==> config.mk <==
export PLATFORM = sky130hd
export DESIGN_NAME = diphase_coax_modem
export DESIGN_NICKNAME = d
export VERILOG_FILES = /design/src/diphase_pkg.sv /design/src/pulse_timer.sv /design/src/diphase_coax_modem.sv
export SDC_FILE = /design/constraint.sdc
export NUM_CORES = 1
export LEC_CHECK = 0
export ABC_CLOCK_PERIOD_IN_PS = 6400
export BUFFER_PORTS_ARGS = -buffer_cell sky130_fd_sc_hd__buf_2
export CAP_MARGIN = 25
export CORE_MARGIN = 2
export CORE_UTILIZATION = 50
export DETAILED_ROUTE_END_ITERATION = 7
export GPL_TIMING_DRIVEN = 0
export PLACE_DENSITY = 0.69
export SLEW_MARGIN = 0
export SYNTH_ARGS = -nofsm -noshare
export SYNTH_HDL_FRONTEND = slang
export SYNTH_SLANG_ARGS = --single-unit
==> constraint.sdc <==
create_clock -name sys_clk -period 6.4 [get_ports sys_clk]
set_input_delay 0.32 -clock sys_clk [delete_from_list [all_inputs] [get_ports sys_clk]]
set_output_delay 0.32 -clock sys_clk [all_outputs]
set_load 0.005 [all_outputs]
==> src/diphase_pkg.sv <==
// Shared constants for the diphase coax modem
package diphase_pkg;

    localparam longint CLK_HZ          = 64'd25_000_000;
    localparam longint NS_PER_SEC      = 64'd1_000_000_000;

    // Supported line rates in bits per second
    localparam int     RATE_1M         = 1_000_000;
    localparam int     RATE_500K       = 500_000;
    localparam int     RATE_250K       = 250_000;
    localparam int     RATE_56K        = 56_000;

    // Receiver timings as printed for the 1M rate, scaled for others
    localparam longint REF_BIT_NS      = 64'd1000;
    localparam longint EDGE_PULSE_NS   = 64'd200;
    localparam longint WINDOW_NS       = 64'd750;
    localparam longint STROBE_NS       = 64'd250;
    localparam longint LOSS_NS         = 64'd1500;

    // Transmit handshake, counted in bit times
    localparam logic [3:0] CTS_DELAY_BITS = 4'h7;
    localparam logic [3:0] TX_START_BITS  = 4'h3;

    // Power-up mark hold
    localparam longint POWERUP_HOLD_NS = 64'd4_000_000;
    localparam int     POWERUP_HOLD_CYCLES =
        int'(POWERUP_HOLD_NS * CLK_HZ / NS_PER_SEC);
    localparam int     HOLD_W          = 24;

    localparam logic   MARK_LEVEL      = 1'b1;
    localparam logic   MARK_BIT        = 1'b1;
    localparam int     TIMER_W         = 16;

    // Bit-time scaled duration in sys_clk cycles, never below one
    function automatic int scaled_cycles(input longint ref_ns,
                                         input longint bit_rate,
                                         input bit     round_up);
        longint num;
        longint den;
        longint q;
        num = ref_ns * CLK_HZ;
        den = REF_BIT_NS * bit_rate;
        q   = num / den;
        if (round_up && (q * den != num))
            q = q + 64'd1;
        if (q < 64'd1)
            q = 64'd1;
        return int'(q);
    endfunction

endpackage

==> src/pulse_timer.sv <==
// Counter-based one-shot, retriggerable or not
`timescale 1ns/1ns
module pulse_timer
    import diphase_pkg::*;
#(
    parameter int W      = TIMER_W,
    parameter int CYCLES = 5,
    parameter bit RETRIG = 1'b0
)
(
    input  wire logic sys_clk,
    input  wire logic rst,
    input  wire logic trigger,
    output logic      active
);

    logic [W-1:0] count;
    wire          load = trigger && (RETRIG || !active);

    always_ff @(posedge sys_clk or posedge rst)
    begin
        if (rst)
        begin
            count  <= '0;
            active <= 1'b0;
        end
        else if (load)
        begin
            count  <= W'(CYCLES - 1);
            active <= 1'b1;
        end
        else if (active)
        begin
            if (count == '0)
                active <= 1'b0;
            else
                count <= count - W'(1);
        end
    end

endmodule

==> src/diphase_coax_modem.sv <==
// Diphase coax modem: line encoder, send handshake and bit recovery
//
// Functional notes
// - A space is two transitions per bit, a mark is one.
// - Timing source runs at twice the bit rate, halved to a square wave.
// - Output flip-flop toggles on each gating pulse: one per 1, two per 0.
// - Serial data is registered at the bit rate before the gating.
// - Line holds mark until send request and clear-to-send are both set.
// - Clear-to-send goes low seven bit times after send request.
// - Data starts three bit times after clear-to-send.
// - Line-enable sets after send request; only then line follows toggling.
// - After power-up the line is held at mark for several milliseconds.
// - Each rising edge of either detector gives a fixed 200 ns pulse.
// - Combined pulses start a non-retriggerable 750 ns clock window.
// - Window and pulses produce a data level held one full bit.
// - Receive clock is 250 ns pulses starting at each bit start.
// - Retriggerable 1.5 us timer clears receive data when clock is lost.
// - Bit rates 1M and 56K, also 250K and 500K, by scaled timings.
// - Clear-to-send is inverted to raise the transmit permit.
`timescale 1ns/1ns
module diphase_coax_modem
    import diphase_pkg::*;
#(
    parameter int BIT_RATE     = RATE_1M,
    parameter int POWERUP_HOLD = POWERUP_HOLD_CYCLES
)
(
    input  wire logic sys_clk,
    input  wire logic rst,
    input  wire logic tx_serial_bit_n,
    input  wire logic send_request_line,
    input  wire logic rx_line_pos,
    input  wire logic rx_line_neg,
    output logic      line_tx,
    output logic      line_clear_n,
    output logic      tx_permit,
    output logic      tx_bit_tick,
    output logic      rx_bit_level,
    output logic      rx_bit_strobe,
    output logic      rx_clock_lost
);

    // Receiver durations at this rate
    localparam int EDGE_CYC   = scaled_cycles(EDGE_PULSE_NS, BIT_RATE, 1'b1);
    localparam int WINDOW_CYC = scaled_cycles(WINDOW_NS, BIT_RATE, 1'b0);
    localparam int STROBE_CYC = scaled_cycles(STROBE_NS, BIT_RATE, 1'b1);
    localparam int LOSS_CYC   = scaled_cycles(LOSS_NS, BIT_RATE, 1'b0);

    // Accumulator step for the double-rate timing source
    localparam logic [31:0] NCO_STEP = 32'(2 * longint'(BIT_RATE));
    localparam logic [31:0] NCO_MOD  = 32'(CLK_HZ);

    typedef enum {
        TX_IDLE,
        TX_WAIT_CTS,
        TX_WAIT_DATA,
        TX_SEND
    } tx_phase_t;

    // Transmit timing
    logic [31:0]       nco_acc;
    logic              half;
    logic              data_ff;
    logic              out_ff;
    logic              send_request_ff;
    logic              enable_ff;
    logic [3:0]        bit_count;
    tx_phase_t         phase;
    tx_phase_t         next_phase;
    logic [HOLD_W-1:0] hold_count;
    logic              powerup_done;

    // Receive path
    logic [1:0]        rx_meta;
    logic [1:0]        rx_sync;
    logic [1:0]        rx_prev;
    logic [1:0]        edge_active;
    logic              pulse_prev;
    logic              window_active;
    logic              window_prev;
    logic              loss_active;
    logic              loss_prev;
    logic              saw_mid;

    wire [32:0] nco_sum      = {1'b0, nco_acc} + {1'b0, NCO_STEP};
    wire        dbl_tick     = nco_sum >= {1'b0, NCO_MOD};
    wire [31:0] next_acc     = dbl_tick ? 32'(nco_sum - {1'b0, NCO_MOD})
                                        : nco_sum[31:0];
    wire        bit_start    = dbl_tick && !half;
    wire        mid_tick     = dbl_tick && half;
    wire        gate_pulse   = bit_start || (mid_tick && !data_ff);
    wire        cts_on       = (phase == TX_WAIT_DATA) || (phase == TX_SEND);
    wire        line_go      = enable_ff && cts_on;
    wire        drive_line   = line_go && powerup_done;
    wire        count_done_c = bit_count == CTS_DELAY_BITS - 4'h1;
    wire        count_done_d = bit_count == TX_START_BITS - 4'h1;

    wire [1:0]  rx_rise      = rx_sync & ~rx_prev;
    wire        pulse_any    = |edge_active;
    wire        pulse_rise   = pulse_any && !pulse_prev;
    wire        window_start = pulse_rise && !window_active;
    wire        mid_hit      = pulse_rise && window_active;
    wire        window_end   = window_prev && !window_active;
    wire        loss_expire  = loss_prev && !loss_active;

    // Fractional divider gives the double-rate tick; 25 MHz is not an
    // integer multiple of every rate, so ticks jitter by one cycle.
    always_ff @(posedge sys_clk or posedge rst)
    begin
        if (rst)
        begin
            nco_acc <= 32'h0;
            half    <= 1'b0;
        end
        else
        begin
            nco_acc <= next_acc;
            if (dbl_tick)
                half <= !half;
        end
    end

    // Serial data register at the bit rate; marks fill until data starts
    always_ff @(posedge sys_clk or posedge rst)
    begin
        if (rst)
            data_ff <= MARK_BIT;
        else if (bit_start)
        begin
            if (next_phase == TX_SEND)
                data_ff <= !tx_serial_bit_n;
            else
                data_ff <= MARK_BIT;
        end
    end

    // Output flip-flop toggles on every gating pulse while line_go is set, else holds mark
    always_ff @(posedge sys_clk or posedge rst)
    begin
        if (rst)
            out_ff <= MARK_LEVEL;
        else if (!line_go)
            out_ff <= MARK_LEVEL;
        else if (gate_pulse)
            out_ff <= !out_ff;
    end

    // Send request and line enable
    always_ff @(posedge sys_clk or posedge rst)
    begin
        if (rst)
        begin
            send_request_ff <= 1'b0;
            enable_ff       <= 1'b0;
        end
        else
        begin
            send_request_ff <= send_request_line;
            enable_ff       <= send_request_ff;
        end
    end

    always_comb
    begin
        next_phase = phase;
        case (phase)
            TX_IDLE:
                if (send_request_ff)
                    next_phase = TX_WAIT_CTS;
            TX_WAIT_CTS:
                if (!send_request_ff)
                    next_phase = TX_IDLE;
                else if (bit_start && count_done_c)
                    next_phase = TX_WAIT_DATA;
            TX_WAIT_DATA:
                if (!send_request_ff)
                    next_phase = TX_IDLE;
                else if (bit_start && count_done_d)
                    next_phase = TX_SEND;
            TX_SEND:
                if (!send_request_ff)
                    next_phase = TX_IDLE;
            default:
                next_phase = TX_IDLE;
        endcase
    end

    always_ff @(posedge sys_clk or posedge rst)
    begin
        if (rst)
        begin
            phase     <= TX_IDLE;
            bit_count <= 4'h0;
        end
        else
        begin
            phase <= next_phase;
            if (next_phase != phase)
                bit_count <= 4'h0;
            else if (bit_start)
                bit_count <= bit_count + 4'h1;
        end
    end

    // Handshake outputs; permit trails clear-to-send by one cycle
    always_ff @(posedge sys_clk or posedge rst)
    begin
        if (rst)
        begin
            line_clear_n <= 1'b1;
            tx_permit    <= 1'b0;
            tx_bit_tick  <= 1'b0;
        end
        else
        begin
            line_clear_n <= !cts_on;
            tx_permit    <= !line_clear_n;
            tx_bit_tick  <= bit_start && (next_phase == TX_SEND);
        end
    end

    // Power-up hold keeps spurious symbols off the cable
    always_ff @(posedge sys_clk or posedge rst)
    begin
        if (rst)
        begin
            hold_count   <= '0;
            powerup_done <= 1'b0;
        end
        else if (!powerup_done)
        begin
            if (hold_count == HOLD_W'(POWERUP_HOLD - 1))
                powerup_done <= 1'b1;
            else
                hold_count <= hold_count + HOLD_W'(1);
        end
    end

    always_ff @(posedge sys_clk or posedge rst)
    begin
        if (rst)
            line_tx <= MARK_LEVEL;
        else if (drive_line)
            line_tx <= out_ff;
        else
            line_tx <= MARK_LEVEL;
    end

    // Detector inputs come off the cable, so each is synchronised
    generate
        for (genvar i = 0; i < 2; i++)
        begin : g_det
            always_ff @(posedge sys_clk or posedge rst)
            begin
                // Reset high, so a detector that idles high gives no edge
                if (rst)
                begin
                    rx_meta[i] <= 1'b1;
                    rx_sync[i] <= 1'b1;
                    rx_prev[i] <= 1'b1;
                end
                else
                begin
                    rx_meta[i] <= (i == 0) ? rx_line_pos : rx_line_neg;
                    rx_sync[i] <= rx_meta[i];
                    rx_prev[i] <= rx_sync[i];
                end
            end

            pulse_timer #(
                .CYCLES (EDGE_CYC),
                .RETRIG (1'b0)
            ) u_edge (
                .sys_clk (sys_clk),
                .rst     (rst),
                .trigger (rx_rise[i]),
                .active  (edge_active[i])
            );
        end
    endgenerate

    pulse_timer #(
        .CYCLES (WINDOW_CYC),
        .RETRIG (1'b0)
    ) u_window (
        .sys_clk (sys_clk),
        .rst     (rst),
        .trigger (pulse_rise),
        .active  (window_active)
    );

    pulse_timer #(
        .CYCLES (STROBE_CYC),
        .RETRIG (1'b0)
    ) u_strobe (
        .sys_clk (sys_clk),
        .rst     (rst),
        .trigger (window_start),
        .active  (rx_bit_strobe)
    );

    pulse_timer #(
        .CYCLES (LOSS_CYC),
        .RETRIG (1'b1)
    ) u_loss (
        .sys_clk (sys_clk),
        .rst     (rst),
        .trigger (window_start),
        .active  (loss_active)
    );

    always_ff @(posedge sys_clk or posedge rst)
    begin
        if (rst)
        begin
            pulse_prev  <= 1'b0;
            window_prev <= 1'b0;
            loss_prev   <= 1'b0;
        end
        else
        begin
            pulse_prev  <= pulse_any;
            window_prev <= window_active;
            loss_prev   <= loss_active;
        end
    end

    // Bit value is known only at window end, so the level lags by one bit
    // and is stable across the next strobe.
    always_ff @(posedge sys_clk or posedge rst)
    begin
        if (rst)
        begin
            saw_mid       <= 1'b0;
            rx_bit_level  <= 1'b0;
            rx_clock_lost <= 1'b1;
        end
        else if (loss_expire)
        begin
            saw_mid       <= 1'b0;
            rx_bit_level  <= 1'b0;
            rx_clock_lost <= 1'b1;
        end
        else
        begin
            if (window_start)
            begin
                saw_mid       <= 1'b0;
                rx_clock_lost <= 1'b0;
            end
            else if (mid_hit)
                saw_mid <= 1'b1;
            if (window_end)
                rx_bit_level <= !saw_mid;
        end
    end

endmodule

==> results.md <==
* First-pass GRT wire length at 28,300 um
* Initial antenna violation count at 0
* Yosys top cell by area: dfrtp_1
* RSZ-0062 raised after global routing: no
* Die Span Y at between 100 and 150 um
* Yosys Warn Count at 0
* Hold_buf cts at 3
* Maximum clock rate at approximately 270 MHz
* Crit-path cells: ha_1 -> clkbuf_1 -> a211o_1 -> a31oi_4 -> xnor2_1 -> a2111oi_4 -> nand3_1 -> a21o_1 -> and2_1 -> buf_4 -> nor4_1 -> xnor2_1
* Compound-Gate Fraction of Synth Area at 0.0873
* Fin area at 10,100 sq um
* I/O pins at 13
* Min setup slack post-route at 2670 ps
* Syn_area_per_cell at 10.4 sq um
* Initial DRC count at 368
* Crit path largest cell delay at 480 ps
* CP endpoint kind: flop
* Failing checks: negative hold slack
* Setup_tns at 0 ps
* Register area share after synthesis at 0.538
* Mapped cell area at 9000 sq um
* Distinct cells, synth at 64
* CP Max Fanout at 10
* CTS tree: done
* Total grt overflow at 0
* DR WL/cell at 13.7 um
* Most used cell along the critical path: xnor2_1
* Minimum clock period at approximately 3700 ps
* Post-Synth Adder-Cell Area at 0.0167
* Worst path bufs/invs at 2
* Final #Nets at 951
* Pwr Density at ~350 nW/um^2
* Critical Path RT at 6740 ps
* Pin count of the biggest net entering global routing at 109
* Post-synth top area share at 0.506
* Place WS at approximately 2700 ps
* Clock buffer depth at 2
* Total global-route track usage at 0.176
* Worst-Margin Slew at 744 ps
* Async SR Flop Fraction at 1.00
* Clock Pin Slew Worst Setup and Hold Paths at 70 ps
* Skew final at 8.21 ps
* Via density at roughly 5.3
* Vias in the first global route at 6,163
* Ratio of cells with drive above 1 in the final layout at 0.0858
* Routability cong. at 0.872
* Initial Util at 0.506
* Max_slew headroom at 0.499
* Post-DP HPWL at 10,600 um
* WHS at -8.12 ps
* CTS resizes at 0
* Setup Buffers After CTS at 0
* Final Setup Violations at 0
* CP Class: flop to flop
* Worst hold path class: primary input to async pin
* Syn Inst Count at 867
* Largest family of logic cells by synthesized area: simple AND/OR/NAND/NOR gates
* Worst skew pair latency at 420 ps
* Most frequent cells in the layout: dfrtp_1 (182), nor2_1 (104), xnor2_1 (80)
* First-pass DRT Iterations at 4
* CP arrival at between 4000 and 5000 ps
* Max cap viols at 0
* Final WL at roughly 16,000 um
* Flops & latches, synth at 193
* Die Span X at 138 um
* Outcome: complete, but fails checks
* Port bufs at 12
* Post-synth EDFFs at 0
* Vias after detailed routing at between 6,000 and 7,000
* Clock sink count at 193
* Clk Tree Root Cell: clkbuf_16
* Die ar. at 19,100 sq um
* Max-slew violations at 0
* Final antenna-violating net count at 0
* CTS Buf Count at 17
* Most common cell after layout, fill and taps aside: dfrtp_1
* Area Growth Syn to Fin at 12.3%
* # diodes at 0
* CP max-delay cell: dfrtp_1
* Leakage at ~4.4 nW
* Worst vdd ir at approximately 0.26 mV
* Final period util at 0.583
* Top post-synthesis cells by area: dfrtp_1 (51%), xnor2_1 (7.8%), xor2_1 (4.4%)
* Worst setup SP type: flop
* Simple-gate share of the synthesized area at 0.210
* Final hold viol count at 21
* Placed instance area at between 9000 and 10,000 sq um
* Most common flop cell mapped by yosys: dfrtp_1
* Core footprint at 17,800 sq um
* Crit path max-delay family: compound AO/OA/AOI/OAI gates
* Row count at roughly 50
* H-Tree Depth at 4
* DR DRC count at 0
* Mux share of post-synthesis cell area at 0.00362
* Synth Area in XOR/XNOR at 0.122
[worst reg2reg max path, cell delays in order, from the launching register on]
cell	delay, ps
dfrtp_1	480
ha_1	240
clkbuf_1	170
a211o_1	400
a31oi_4	310
xnor2_1	190
a2111oi_4	420
nand3_1	230
a21o_1	260
and2_1	170
buf_4	190
nor4_1	410
xnor2_1	170
[logic make-up after synthesis]
kind of cell | Yosys count
flops | 193
other cells | 1
fa+ha+maj | 12
compound gates | 114
xor+xnor | 125
buf+inv | 50
mux | 3
simple gates | 369
[area by class of cell]
cell class                      instances  area (sq um)
Clock buffer                           20           457
Timing Repair Buffer                   18           135
Clock inverter                         10           110
Inverter                               33           131
Sequential cell                       193          4840
Buffer                                 17          75.1
Tap cell                              229           287
Fill cell                            1572          7680
Multi-Input combinational cell        653          4070
[flip-flops by register name, summed over array words and instances (netlist names), 2 cells and up]
register / cells
bit_count: 4
g_det.u_edge.active: 2
g_det.u_edge.count: 32
hold_count: 24
nco_acc: 26
phase: 32
rx_meta: 2
rx_prev: 2
rx_sync: 2
u_loss.count: 16
u_strobe.count: 16
u_window.count: 16
[cells in the mapped netlist (4+ instances only)]
master,number
nor2_1,104
a211oi_1,6
nand3_1,33
o21ai_1,5
nand3b_1,13
or3_1,25
xnor2_1,80
dfstp_2,11
nand4b_1,4
nor3_1,35
a31oi_1,11
nor4_1,25
nand2_1,63
o41ai_1,5
clkbuf_1,12
and3_1,11
nand4_1,11
nor3b_1,6
and2_1,6
dfrtp_1,182
a21oi_1,27
or2_2,6
inv_1,33
xor2_1,45
ha_1,12
o21ai_0,24
nor2b_1,4
or4_1,8
and4_1,4
[per-stage QoR]
step	total power, mW	hold WS [ps]	util	instances
6_report	3.49	-8.12	0.568	1173
5_1_grt	3.75	32.5	0.568	1173
4_1_cts	3.53	8.68	0.568	1173
3_5_place_dp	2.48	348	0.535	1140
3_3_place_gp	2.43	347	0.532	1137
2_1_floorplan	2.29	324	-	896
[path summary, 6_finish.rpt]
path	from	to	slack [ps]	cells after the start
max	nco_acc[7]	nco_acc[31]	2670	12
min	rst	saw_mid	-8	2
max reg2reg	nco_acc[7]	nco_acc[31]	2670	12
min reg2reg	rx_meta[1]	rx_sync[1]	360	0
max in group asynchronous	rst	line_clear_n	5510	3
min in group sys_clk	tx_serial_bit_n	data_ff	40	2
[where the power goes]
part / switching (mW) / internal, mW
clock: 0.439 / 0.590
combinational: 0.405 / 0.336
sequential: 0.231 / 1.49
total: 1.08 / 2.42
[per-layer routing]
metal,vias up,wire [um],track usage
li1,3124,-,-
met5,-,0,0
met2,68,7490,0.283
met4,0,170,0.0440
met1,3042,7900,0.244
met3,11,500,0.0409
No activity file was read; power rests on OpenSTA's default activity.
